$ cat src/rtl/rx_status_cfg.svh
`ifndef RX_STATUS_CFG_SVH
`define RX_STATUS_CFG_SVH

// ----------------------------------------------------------------
// register map (word index on the plain register port)
// ----------------------------------------------------------------
`define ADDR_STATUS_ONE   4'h0
`define ADDR_STATUS_TWO   4'h1
`define ADDR_DATA         4'h2
`define ADDR_CONTROL      4'h3
`define ADDR_DIVISOR      4'h4
`define ADDR_IRQ_STATUS   4'h5
`define ADDR_IRQ_MASK     4'h6
`define ADDR_W            4

// ----------------------------------------------------------------
// status one bit positions
// ----------------------------------------------------------------
`define S1_RX_FULL_FLAG           5
`define S1_IDLE           4
`define S1_OVR            3
`define S1_NOISE          2
`define S1_FRAME          1
`define S1_PARITY         0

// ----------------------------------------------------------------
// status two / control bit positions
// ----------------------------------------------------------------
`define S2_LONG_BREAK     2
`define S2_ACTIVE         0
`define CTL_ENABLE        0
`define CTL_NINE_BIT      1
`define CTL_PARITY_ON     2
`define CTL_PARITY_ODD    3
`define CTL_IDLE_MODE     4
`define CTL_LONG_BREAK    5

// ----------------------------------------------------------------
// reset values and counts
// ----------------------------------------------------------------
`define CTL_RESET         8'h00
`define DIV_RESET         16'h001B
`define MASK_RESET        8'h00
`define BITS_CHAR_SHORT   5'h0A
`define BITS_CHAR_LONG    5'h0B
`define BREAK_SHORT       5'h0A
`define BREAK_SHORT_NINE  5'h0B
`define BREAK_LONG        5'h0D
`define BREAK_LONG_NINE   5'h0E
`define OVERSAMPLE        5'h10

`endif

$ cat src/rtl/rx_status_pkg.sv
package rx_status_pkg;

   typedef struct packed {
      logic [3:0] addr;
      logic [7:0] wdata;
      logic       wr;
      logic       rd;
   } reg_req_t;

   typedef struct packed {
      logic       valid;
      logic [8:0] data;
      logic       noise;
      logic       frame_err;
      logic       parity_err;
      logic       is_break;
   } rx_char_t;

   typedef enum logic [2:0] {
      RX_IDLE,
      RX_START,
      RX_DATA,
      RX_PARITY,
      RX_STOP
   } rx_state_t;

endpackage

$ cat src/rtl/rx_sample_vote.sv
`timescale 1ns/1ps
`default_nettype none

// majority of three samples, with disagreement marking noise
module rx_sample_vote (
   input  wire logic [2:0] samples_i,
   output logic            bit_o,
   output logic            noise_o
);

   always_comb begin
      bit_o   = (samples_i[0] & samples_i[1]) | (samples_i[0] & samples_i[2])
              | (samples_i[1] & samples_i[2]);
      noise_o = ~((samples_i == 3'h0) | (samples_i == 3'h7));
   end

endmodule

`default_nettype wire

$ cat src/rtl/uart_rx_status.sv
// Functional notes
// RQ1 - idle is raised after one full character time (10 or 11 bits) of high line following activity.
// RQ2 - with idle_count_mode 0 idle bit times are counted right after the start bit.
// RQ3 - with idle_count_mode 1 idle bit times are counted only after the stop bit.
// RQ4 - idle clears on a status one read showing it set followed by a data read.
// RQ5 - once cleared, idle stays clear until a new character sets rx_full_flag.
// RQ6 - a character arriving while the data register is unread sets overrun and is dropped.
// RQ7 - overrun clears on a status one read showing it set followed by a data read.
// RQ8 - seven start samples and three per data and stop bit; disagreement sets noise with rx_full.
// RQ9 - noise clears on a status one read followed by a data read.
// RQ10 - a low stop bit sets the framing error flag together with rx_full.
// RQ11 - framing error clears on a status one read showing it set followed by a data read.
// RQ12 - with parity checking on, a parity mismatch sets the parity flag with rx_full.
// RQ13 - parity error clears on a status one read followed by a data read.
// RQ14 - long_break_select picks a 10/11 or 13/14 bit break length; with 13/14 selected break_o is never raised.
// RQ15 - framing error detection ignores long_break_select.
// RQ16 - rx_active_flag sets at a valid start bit and clears when idle line is seen; the code also sets it at phase 7 of a rejected false start.
// RQ17 - rx_full_flag sets when a character moves into the data register.
`timescale 1ns/1ps
`default_nettype none
`include "rx_status_cfg.svh"

module uart_rx_status (
   input  wire logic                    clock_i,
   input  wire logic                    rstn_i,
   input  wire rx_status_pkg::reg_req_t req_i,
   input  wire logic                    rx_line_i,
   output logic [7:0]                   rdata_o,
   output logic                         irq_o,
   output logic                         rx_full_o,
   output logic                         break_o
);
   import rx_status_pkg::*;

   // ----------------------------------------------------------------
   // registers
   // ----------------------------------------------------------------
   logic [7:0]  ctl_reg;
   logic [15:0] div_reg;
   logic [7:0]  mask_reg;
   logic [7:0]  irq_reg;
   logic [8:0]  data_reg;
   logic        rx_full_flag_reg;
   logic        idle_reg;
   logic        ovr_reg;
   logic        noise_reg;
   logic        frame_reg;
   logic        parity_reg;
   logic        active_reg;
   logic        idle_armed_reg;
   logic [7:0]  snap_reg;

   logic [15:0] tick_cnt_reg;
   logic [3:0]  sub_cnt_reg;
   logic [4:0]  idle_cnt_reg;
   logic [3:0]  bit_idx_reg;
   logic [2:0]  start_ones_reg;
   logic [2:0]  samp_reg;
   logic [8:0]  shift_reg;
   logic        noise_acc_reg;
   logic        par_bit_reg;
   logic        counting_reg;
   rx_state_t   state_reg;

   logic        nine;
   logic        tick;
   logic        bit_end;
   logic [4:0]  char_bits;
   logic [4:0]  break_len;
   logic [3:0]  data_bits;
   logic        voted;
   logic        vote_noise;
   logic        idle_event;
   logic        deliver;
   logic        frame_now;
   logic        parity_now;
   logic        data_rd;
   logic [7:0]  status_one;
   logic [7:0]  status_two;
   logic [7:0]  irq_events;
   logic [7:0]  status_one_q;

   rx_sample_vote u_vote (
      .samples_i (samp_reg),
      .bit_o     (voted),
      .noise_o   (vote_noise)
   );

   always_comb begin
      nine       = ctl_reg[`CTL_NINE_BIT];
      tick       = (tick_cnt_reg == 16'h0000);
      bit_end    = tick && (sub_cnt_reg == 4'(`OVERSAMPLE - 5'h01));
      char_bits  = nine ? `BITS_CHAR_LONG : `BITS_CHAR_SHORT;
      data_bits  = nine ? 4'h9 : 4'h8;
      // the parity bit replaces the top data bit when checking is on
      if (ctl_reg[`CTL_PARITY_ON]) begin
         data_bits = data_bits - 4'h1;
      end
      if (ctl_reg[`CTL_LONG_BREAK]) begin
         break_len = nine ? `BREAK_LONG_NINE : `BREAK_LONG;
      end else begin
         break_len = nine ? `BREAK_SHORT_NINE : `BREAK_SHORT;
      end
      data_rd    = req_i.rd && (req_i.addr == `ADDR_DATA);
      frame_now  = ~voted; // RQ15
      parity_now = ctl_reg[`CTL_PARITY_ON]
                   && ((^shift_reg ^ ctl_reg[`CTL_PARITY_ODD]) != par_bit_reg);
      deliver    = (state_reg == RX_STOP) && bit_end;
      idle_event = counting_reg && idle_armed_reg && tick
                   && (sub_cnt_reg == 4'(`OVERSAMPLE - 5'h01))
                   && rx_line_i && (idle_cnt_reg == char_bits - 5'h01);
      status_one = 8'h00;
      status_one[`S1_RX_FULL_FLAG]   = rx_full_flag_reg;
      status_one[`S1_IDLE]   = idle_reg;
      status_one[`S1_OVR]    = ovr_reg;
      status_one[`S1_NOISE]  = noise_reg;
      status_one[`S1_FRAME]  = frame_reg;
      status_one[`S1_PARITY] = parity_reg;
      status_two = 8'h00;
      status_two[`S2_LONG_BREAK] = ctl_reg[`CTL_LONG_BREAK];
      status_two[`S2_ACTIVE]     = active_reg;
      irq_events = status_one;
   end

   // ----------------------------------------------------------------
   // software registers
   // ----------------------------------------------------------------
   always_ff @(posedge clock_i) begin
      if (!rstn_i) begin
         ctl_reg  <= `CTL_RESET;
         div_reg  <= `DIV_RESET;
         mask_reg <= `MASK_RESET;
      end else if (req_i.wr) begin
         case (req_i.addr)
            `ADDR_CONTROL:  ctl_reg  <= req_i.wdata;
            `ADDR_DIVISOR:  div_reg  <= {8'h00, req_i.wdata};
            `ADDR_IRQ_MASK: mask_reg <= req_i.wdata;
            default: ;
         endcase
      end
   end

   // ----------------------------------------------------------------
   // oversample timing
   // ----------------------------------------------------------------
   always_ff @(posedge clock_i) begin
      if (!rstn_i || !ctl_reg[`CTL_ENABLE]) begin
         tick_cnt_reg <= 16'h0000;
      end else if (tick) begin
         tick_cnt_reg <= div_reg;
      end else begin
         tick_cnt_reg <= tick_cnt_reg - 16'h0001;
      end
   end

   // ----------------------------------------------------------------
   // receive shifter
   // ----------------------------------------------------------------
   always_ff @(posedge clock_i) begin
      if (!rstn_i || !ctl_reg[`CTL_ENABLE]) begin
         state_reg      <= RX_IDLE;
         sub_cnt_reg    <= 4'h0;
         bit_idx_reg    <= 4'h0;
         start_ones_reg <= 3'h0;
         samp_reg       <= 3'h0;
         shift_reg      <= 9'h000;
         noise_acc_reg  <= 1'b0;
         par_bit_reg    <= 1'b0;
      end else if (tick) begin
         sub_cnt_reg <= sub_cnt_reg + 4'h1;
         // samples 7,8,9 of 16 vote for data and stop bits
         if (sub_cnt_reg == 4'h7 || sub_cnt_reg == 4'h8 || sub_cnt_reg == 4'h9) begin
            samp_reg <= {samp_reg[1:0], rx_line_i};
         end
         case (state_reg)
            RX_IDLE: begin
               // phase runs free while idle so idle bit times still end
               if (!rx_line_i) begin
                  sub_cnt_reg    <= 4'h1;
                  state_reg      <= RX_START;
                  start_ones_reg <= 3'h0;
                  noise_acc_reg  <= 1'b0;
               end
            end
            RX_START: begin
               // seven samples in the start bit, at phases 1..7
               if (sub_cnt_reg <= 4'h7 && rx_line_i) begin
                  start_ones_reg <= start_ones_reg + 3'h1;
               end
               if (sub_cnt_reg == 4'h7) begin
                  if (start_ones_reg >= 3'h3 && rx_line_i) begin
                     state_reg <= RX_IDLE; // false start rejected
                  end else if (start_ones_reg != 3'h0 || rx_line_i) begin
                     noise_acc_reg <= 1'b1; // RQ8
                  end
               end
               if (bit_end) begin
                  state_reg   <= RX_DATA;
                  bit_idx_reg <= 4'h0;
                  shift_reg   <= 9'h000;
               end
            end
            RX_DATA: begin
               if (bit_end) begin
                  shift_reg[bit_idx_reg] <= voted;
                  noise_acc_reg <= noise_acc_reg | vote_noise; // RQ8
                  bit_idx_reg   <= bit_idx_reg + 4'h1;
                  if (bit_idx_reg == data_bits - 4'h1) begin
                     state_reg <= ctl_reg[`CTL_PARITY_ON] ? RX_PARITY : RX_STOP;
                  end
               end
            end
            RX_PARITY: begin
               if (bit_end) begin
                  par_bit_reg   <= voted;
                  noise_acc_reg <= noise_acc_reg | vote_noise; // RQ8
                  state_reg     <= RX_STOP;
               end
            end
            RX_STOP: begin
               if (bit_end) begin
                  state_reg <= RX_IDLE;
               end
            end
            default: state_reg <= RX_IDLE;
         endcase
      end
   end

   // ----------------------------------------------------------------
   // idle line counting
   // ----------------------------------------------------------------
   always_ff @(posedge clock_i) begin
      if (!rstn_i || !ctl_reg[`CTL_ENABLE]) begin
         idle_cnt_reg <= 5'h00;
         counting_reg <= 1'b0;
      end else if (state_reg == RX_START || (!rx_line_i && tick)) begin
         // any low resets the run; mode 0 counts from after the start bit
         idle_cnt_reg <= 5'h00;
         counting_reg <= (state_reg != RX_IDLE)
                         && !ctl_reg[`CTL_IDLE_MODE]; // RQ2
      end else if (deliver) begin
         // mode 0 lets a high stop bit count toward idle
         idle_cnt_reg <= ctl_reg[`CTL_IDLE_MODE] ? 5'h00
                         : idle_cnt_reg + {4'h0, rx_line_i}; // RQ2
         counting_reg <= 1'b1; // RQ3
      end else if (bit_end && counting_reg && rx_line_i
                   && idle_cnt_reg != char_bits) begin
         idle_cnt_reg <= idle_cnt_reg + 5'h01; // RQ1
      end
   end

   // ----------------------------------------------------------------
   // status flags and clearing sequence
   // ----------------------------------------------------------------
   // the status snapshot remembers which flags a status one read saw set
   always_ff @(posedge clock_i) begin
      if (!rstn_i) begin
         snap_reg <= 8'h00;
      end else if (req_i.rd && req_i.addr == `ADDR_STATUS_ONE) begin
         snap_reg <= status_one;
      end else if (data_rd) begin
         snap_reg <= 8'h00;
      end
   end

   always_ff @(posedge clock_i) begin
      if (!rstn_i) begin
         rx_full_flag_reg   <= 1'b0;
         ovr_reg    <= 1'b0;
         noise_reg  <= 1'b0;
         frame_reg  <= 1'b0;
         parity_reg <= 1'b0;
         data_reg   <= 9'h000;
         break_o    <= 1'b0;
      end else begin
         if (data_rd) begin
            rx_full_flag_reg   <= rx_full_flag_reg   & ~snap_reg[`S1_RX_FULL_FLAG];
            ovr_reg    <= ovr_reg    & ~snap_reg[`S1_OVR];    // RQ7
            noise_reg  <= noise_reg  & ~snap_reg[`S1_NOISE];  // RQ9
            frame_reg  <= frame_reg  & ~snap_reg[`S1_FRAME];  // RQ11
            parity_reg <= parity_reg & ~snap_reg[`S1_PARITY]; // RQ13
         end
         if (deliver) begin
            if (rx_full_flag_reg && !(data_rd && snap_reg[`S1_RX_FULL_FLAG])) begin
               ovr_reg <= 1'b1; // RQ6
            end else begin
               rx_full_flag_reg   <= 1'b1;                         // RQ17
               data_reg   <= shift_reg;
               noise_reg  <= noise_acc_reg | vote_noise;   // RQ8
               frame_reg  <= frame_now;                    // RQ10
               parity_reg <= parity_now;                   // RQ12
               // break: every frame bit read low, only when the chosen length fits in the frame
               break_o    <= frame_now && (shift_reg == 9'h000)
                             && !par_bit_reg
                             && (break_len <= char_bits); // RQ14
            end
         end
      end
   end

   always_ff @(posedge clock_i) begin
      if (!rstn_i) begin
         idle_reg       <= 1'b0;
         idle_armed_reg <= 1'b0;
         active_reg     <= 1'b0;
      end else begin
         if (data_rd && snap_reg[`S1_IDLE]) begin
            idle_reg <= 1'b0; // RQ4
         end
         if (deliver) begin
            idle_armed_reg <= 1'b1; // RQ5
         end else if (idle_event) begin
            idle_armed_reg <= 1'b0; // RQ5
         end
         if (idle_event) begin
            idle_reg <= 1'b1; // RQ1
         end
         if (state_reg == RX_START && tick && sub_cnt_reg == 4'h7) begin
            active_reg <= 1'b1; // RQ16
         end else if (idle_event || (counting_reg && rx_line_i
                      && idle_cnt_reg == char_bits)) begin
            active_reg <= 1'b0; // RQ16
         end
      end
   end

   // ----------------------------------------------------------------
   // interrupt status, mask, read port
   // ----------------------------------------------------------------
   always_ff @(posedge clock_i) begin
      if (!rstn_i) begin
         irq_reg <= 8'h00;
      end else if (req_i.wr && req_i.addr == `ADDR_IRQ_STATUS) begin
         // a rising event in the clearing cycle wins over the clear
         irq_reg <= (irq_reg & ~req_i.wdata) | (irq_events & ~status_one_q);
      end else begin
         irq_reg <= irq_reg | (irq_events & ~status_one_q);
      end
   end

   always_ff @(posedge clock_i) begin
      if (!rstn_i) begin
         status_one_q <= 8'h00;
         irq_o        <= 1'b0;
         rx_full_o    <= 1'b0;
      end else begin
         status_one_q <= status_one;
         irq_o        <= |(irq_reg & mask_reg);
         rx_full_o    <= rx_full_flag_reg;
      end
   end

   always_ff @(posedge clock_i) begin
      if (!rstn_i) begin
         rdata_o <= 8'h00;
      end else if (req_i.rd) begin
         case (req_i.addr)
            `ADDR_STATUS_ONE: rdata_o <= status_one;
            `ADDR_STATUS_TWO: rdata_o <= status_two;
            `ADDR_DATA:       rdata_o <= data_reg[7:0];
            `ADDR_CONTROL:    rdata_o <= ctl_reg;
            `ADDR_DIVISOR:    rdata_o <= div_reg[7:0];
            `ADDR_IRQ_STATUS: rdata_o <= irq_reg;
            `ADDR_IRQ_MASK:   rdata_o <= mask_reg;
            default:          rdata_o <= 8'h00;
         endcase
      end else begin
         rdata_o <= 8'h00;
      end
   end

endmodule

`default_nettype wire

$ cat config.mk
export PLATFORM = sky130hd
export DESIGN_NAME = uart_rx_status
export DESIGN_NICKNAME = d
export VERILOG_FILES = /design/src/rtl/rx_status_pkg.sv /design/src/rtl/rx_sample_vote.sv /design/src/rtl/uart_rx_status.sv
export VERILOG_INCLUDE_DIRS = /design/src /design/src/rtl
export SDC_FILE = /design/constraint.sdc
export NUM_CORES = 1
export LEC_CHECK = 0
export ABC_AREA = 1
export CAP_MARGIN = 10
export CORE_ASPECT_RATIO = 1.75
export CORE_MARGIN = 10
export CORE_UTILIZATION = 40
export CTS_CLUSTER_SIZE = 25
export DETAILED_ROUTE_END_ITERATION = 10
export DONT_BUFFER_PORTS = 1
export PLACE_DENSITY_LB_ADDON = 0.2
export SLEW_MARGIN = 20
export SYNTH_ARGS = -nofsm -noshare
export SYNTH_HDL_FRONTEND = slang
export SYNTH_SLANG_ARGS = --single-unit
$ cat constraint.sdc
create_clock -name clock_i -period 3.3 [get_ports clock_i]
set_input_delay 0.66 -clock clock_i [delete_from_list [all_inputs] [get_ports clock_i]]
set_output_delay 0.66 -clock clock_i [all_outputs]
set_load 0.02 [all_outputs]
==> run metrics <==
status=completed; leak pwr=roughly 0.0028 µW; Reg area=0.002402 mm²; core area=0.01491 mm²; Die Ht=183.6 µm; RR Endpoint=noise_reg; CP max FO=11; Net Sw Frac=0.2270; HP Class=input pin to flip-flop; largest net degree at the start of global routing=48; Initial Util=0.4101; drt drc=0; Setup crit start=sub_cnt_reg[0]; Post-Synth Adder-Cell Area=0.04705; fraction of layout cells with a size suffix above 1=0.07852; sequential area share after synthesis=0.3928; worst hold path startpoint=req_i[8]; Rel. slew slack=0.5515; RSZ-0062 raised after global routing=false; iteration-0 DRC count of the detailed router=304; Startpoint Class=flip-flop; largest family of logic cells by synthesized area=simple AND/OR/NAND/NOR gates; PortBufs=0; nets=about 890; Synth Cell Area=0.006116 mm²; number of diodes=0; Comb pwr share=0.024; DR vias=5486; Filler cells=1570; Setup Fix Bufs, Post-CTS=0; # hold bufs at CTS=0; Bufs and invs on worst path=1; Net Switching=795.5 µW; Worst R2R Path Depth=8; Reg clk slew, reported paths=approximately 0.060 ns; post-synth top area share=0.3928; TritonCTS buffer count=17; CTS tree=yes; CTS H-tree lvls=4; predominant post-synthesis flop cell=dfxtp_1; Wirelength per Cell=between 15 and 20 µm; data arrival time of the worst path=about 2.3 ns; min cycle time layout=~2 ns; family with the most delay on the worst path=simple AND/OR/NAND/NOR gates; max reg flops=16; Post-synth EDFFs=0; post-route ant nets=0; mux contribution to synthesized area=0; Slowest-stage cell, CP=dfxtp_1; top post-synthesis cells by area=dfxtp_1 (39%), nand2_1 (10%), inv_1 (6.8%); clk sinks=120; critical path class=flip-flop to flip-flop; R2R Setup Slk=~1.3 ns; Pwr per Cell Area=508.0 mW/mm²; Crit path required time=3.58 ns; Seq cells post-synth=120; synth warn=0; setup skew after layout=0.006461 ns; maximum root-to-sink buffer count=2; post-CTS resize count=0; Fin. Hold Viols=0; GR Overflow Total=0; Synth Instances=850; cell accounting for the most synthesized area=dfxtp_1; setup TNS=0 ns; Final setup viols=0; crit-path cells=ha_1, nand2_1, nor2_8, inv_1, nor3_2, nand2_1, nor2_1, nor3_1; chip width=113.5 µm; synth cell count leaders=nand2_1 (163), dfxtp_1 (120), inv_1 (111); die footprint=0.02083 mm²; RePlAce Congestion=0.8748; compound-cell area share of the yosys netlist=0.1651; Cell variety after synth=41; Levels on crit path=8; global-route wire length before repair=27520 µm; maximum vdd drop=279.2 µV; P&R area growth vs syn=12.81%; Worst setup endpoint=noise_reg; Total GRT Usage=0.1648; crit-path most repeated cell=nand2_1; count leader, synth=nand2_1; Slew Viols, Final=0; I/O Pins=28; row count=59; Simple-Gate Fraction of Synth Area=0.2696; Fmax=0.4984 GHz; synthesized area per cell=7.195 µm²; Critical R2R Launch=sub_cnt_reg[0]; Pre-antenna DRT Iters=5; Slew @ Worst Pin=0.6657 ns; xor and xnor area share after synthesis=0.03723; Root Driver=clkbuf_16; Synthesized Nets=890; crit end category=flip-flop; MaxCap Viol Count=0; Routed Wire Length=16870 µm; clock network fraction of total power=0.559; fin util=0.4627; initial antenna violation count=0; worst skew pair latency=0.42 ns; sequential share of power=0.417; area of the multi-input gates=0.003174 mm²; Internal=between 2000 and 3000 µW; post-DP HPWL=around 13000 µm; Tcrit/Tclk final=0.6080; CP peak stage delay=0.42 ns; DR vias/cell=5.230; FFs w/ async S/R, synth=0; vias in the first global route=5433
[how the worst min path moves through the flow]
stage | end | depth (start not counted)
after CTS | div_reg[3] | 1
after global routing | div_reg[3] | 1
after global placement | irq_reg[3] | 1
after detailed placement | irq_reg[1] | 1
after floorplan | irq_reg[0] | 1
final | irq_reg[6] | 1
[power by group through the flow]
stage               Sequential (µW)  Combinational, µW  Clock, µW
CTS                            1460               85.4       1990
detailed placement             1490               84.8          0
global route                   1460               98.1       2060
finish                         1460               85.7       1960
floorplan                      1490               74.1          0
global placement               1490               84.7          0
[area by class of cell]
cell class	count	area share
Sequential cell	120	0.3482
Clock buffer	18	0.06366
Clock inverter	14	0.02684
Inverter	119	0.06474
Timing Repair Buffer	3	0.003264
Multi-Input combinational cell	592	0.4601
Tap cell	183	0.03319
[routing by layer]
metal / vias up / wire length (µm) / global-route usage
met5: - / 0 / 0
met4: 0 / 720 / 0.09429
met3: 41 / 654 / 0.03529
met2: 113 / 8877 / 0.2991
met1: 2530 / 6620 / 0.1681
li1: 2802 / - / -
[cell families (layout without fill, tap and decap cells)]
kind of cell,Yosys count,after routing
buf+inv,138,154
fa+ha+maj,23,23
simple gates,365,365
compound gates,178,178
flops,120,120
xor+xnor,26,26
[cells in the final DEF, fill, tap and decap left out, types with 7 or more instances in the layout]
| master | count |
|---|---|
| a21oi_1 | 57 |
| a31oi_1 | 11 |
| clkbuf_16 | 17 |
| dfxtp_1 | 120 |
| ha_1 | 23 |
| inv_1 | 111 |
| nand2_1 | 163 |
| nand3_1 | 63 |
| nand4_1 | 8 |
| nor2_1 | 97 |
| nor2_4 | 7 |
| nor3_1 | 7 |
| o211ai_1 | 7 |
| o21ai_0 | 54 |
| o21ai_1 | 15 |
| o22ai_1 | 16 |
| xnor2_1 | 10 |
| xor2_1 | 16 |
[metrics by stage]
| stage | cell area, µm² | instances | hold slack [ns] | power [µW] | setup WS, ns |
|---|---|---|---|---|---|
| finish | 6899 | 1049 | 0.3560 | 3505 | 1.294 |
| global route | 6899 | 1049 | 0.3341 | 3619 | 1.098 |
| CTS | 6899 | 1049 | 0.3351 | 3536 | 1.286 |
| detailed placement | 6275 | 1017 | 0.4111 | 1578 | 1.206 |
| global placement | 6275 | 1017 | 0.4049 | 1577 | 1.256 |
| floorplan | 6116 | 850 | 0.3993 | 1565 | 1.568 |
[worst reg2reg max path: stages (launching register included)]
cell and delay (ns):
dfxtp_1 0.42, ha_1 0.23, nand2_1 0.15, nor2_8 0.16
inv_1 0.10, nor3_2 0.27, nand2_1 0.30, nor2_1 0.18
nor3_1 0.06
Note: power is estimated with default switching activity, not from simulation.
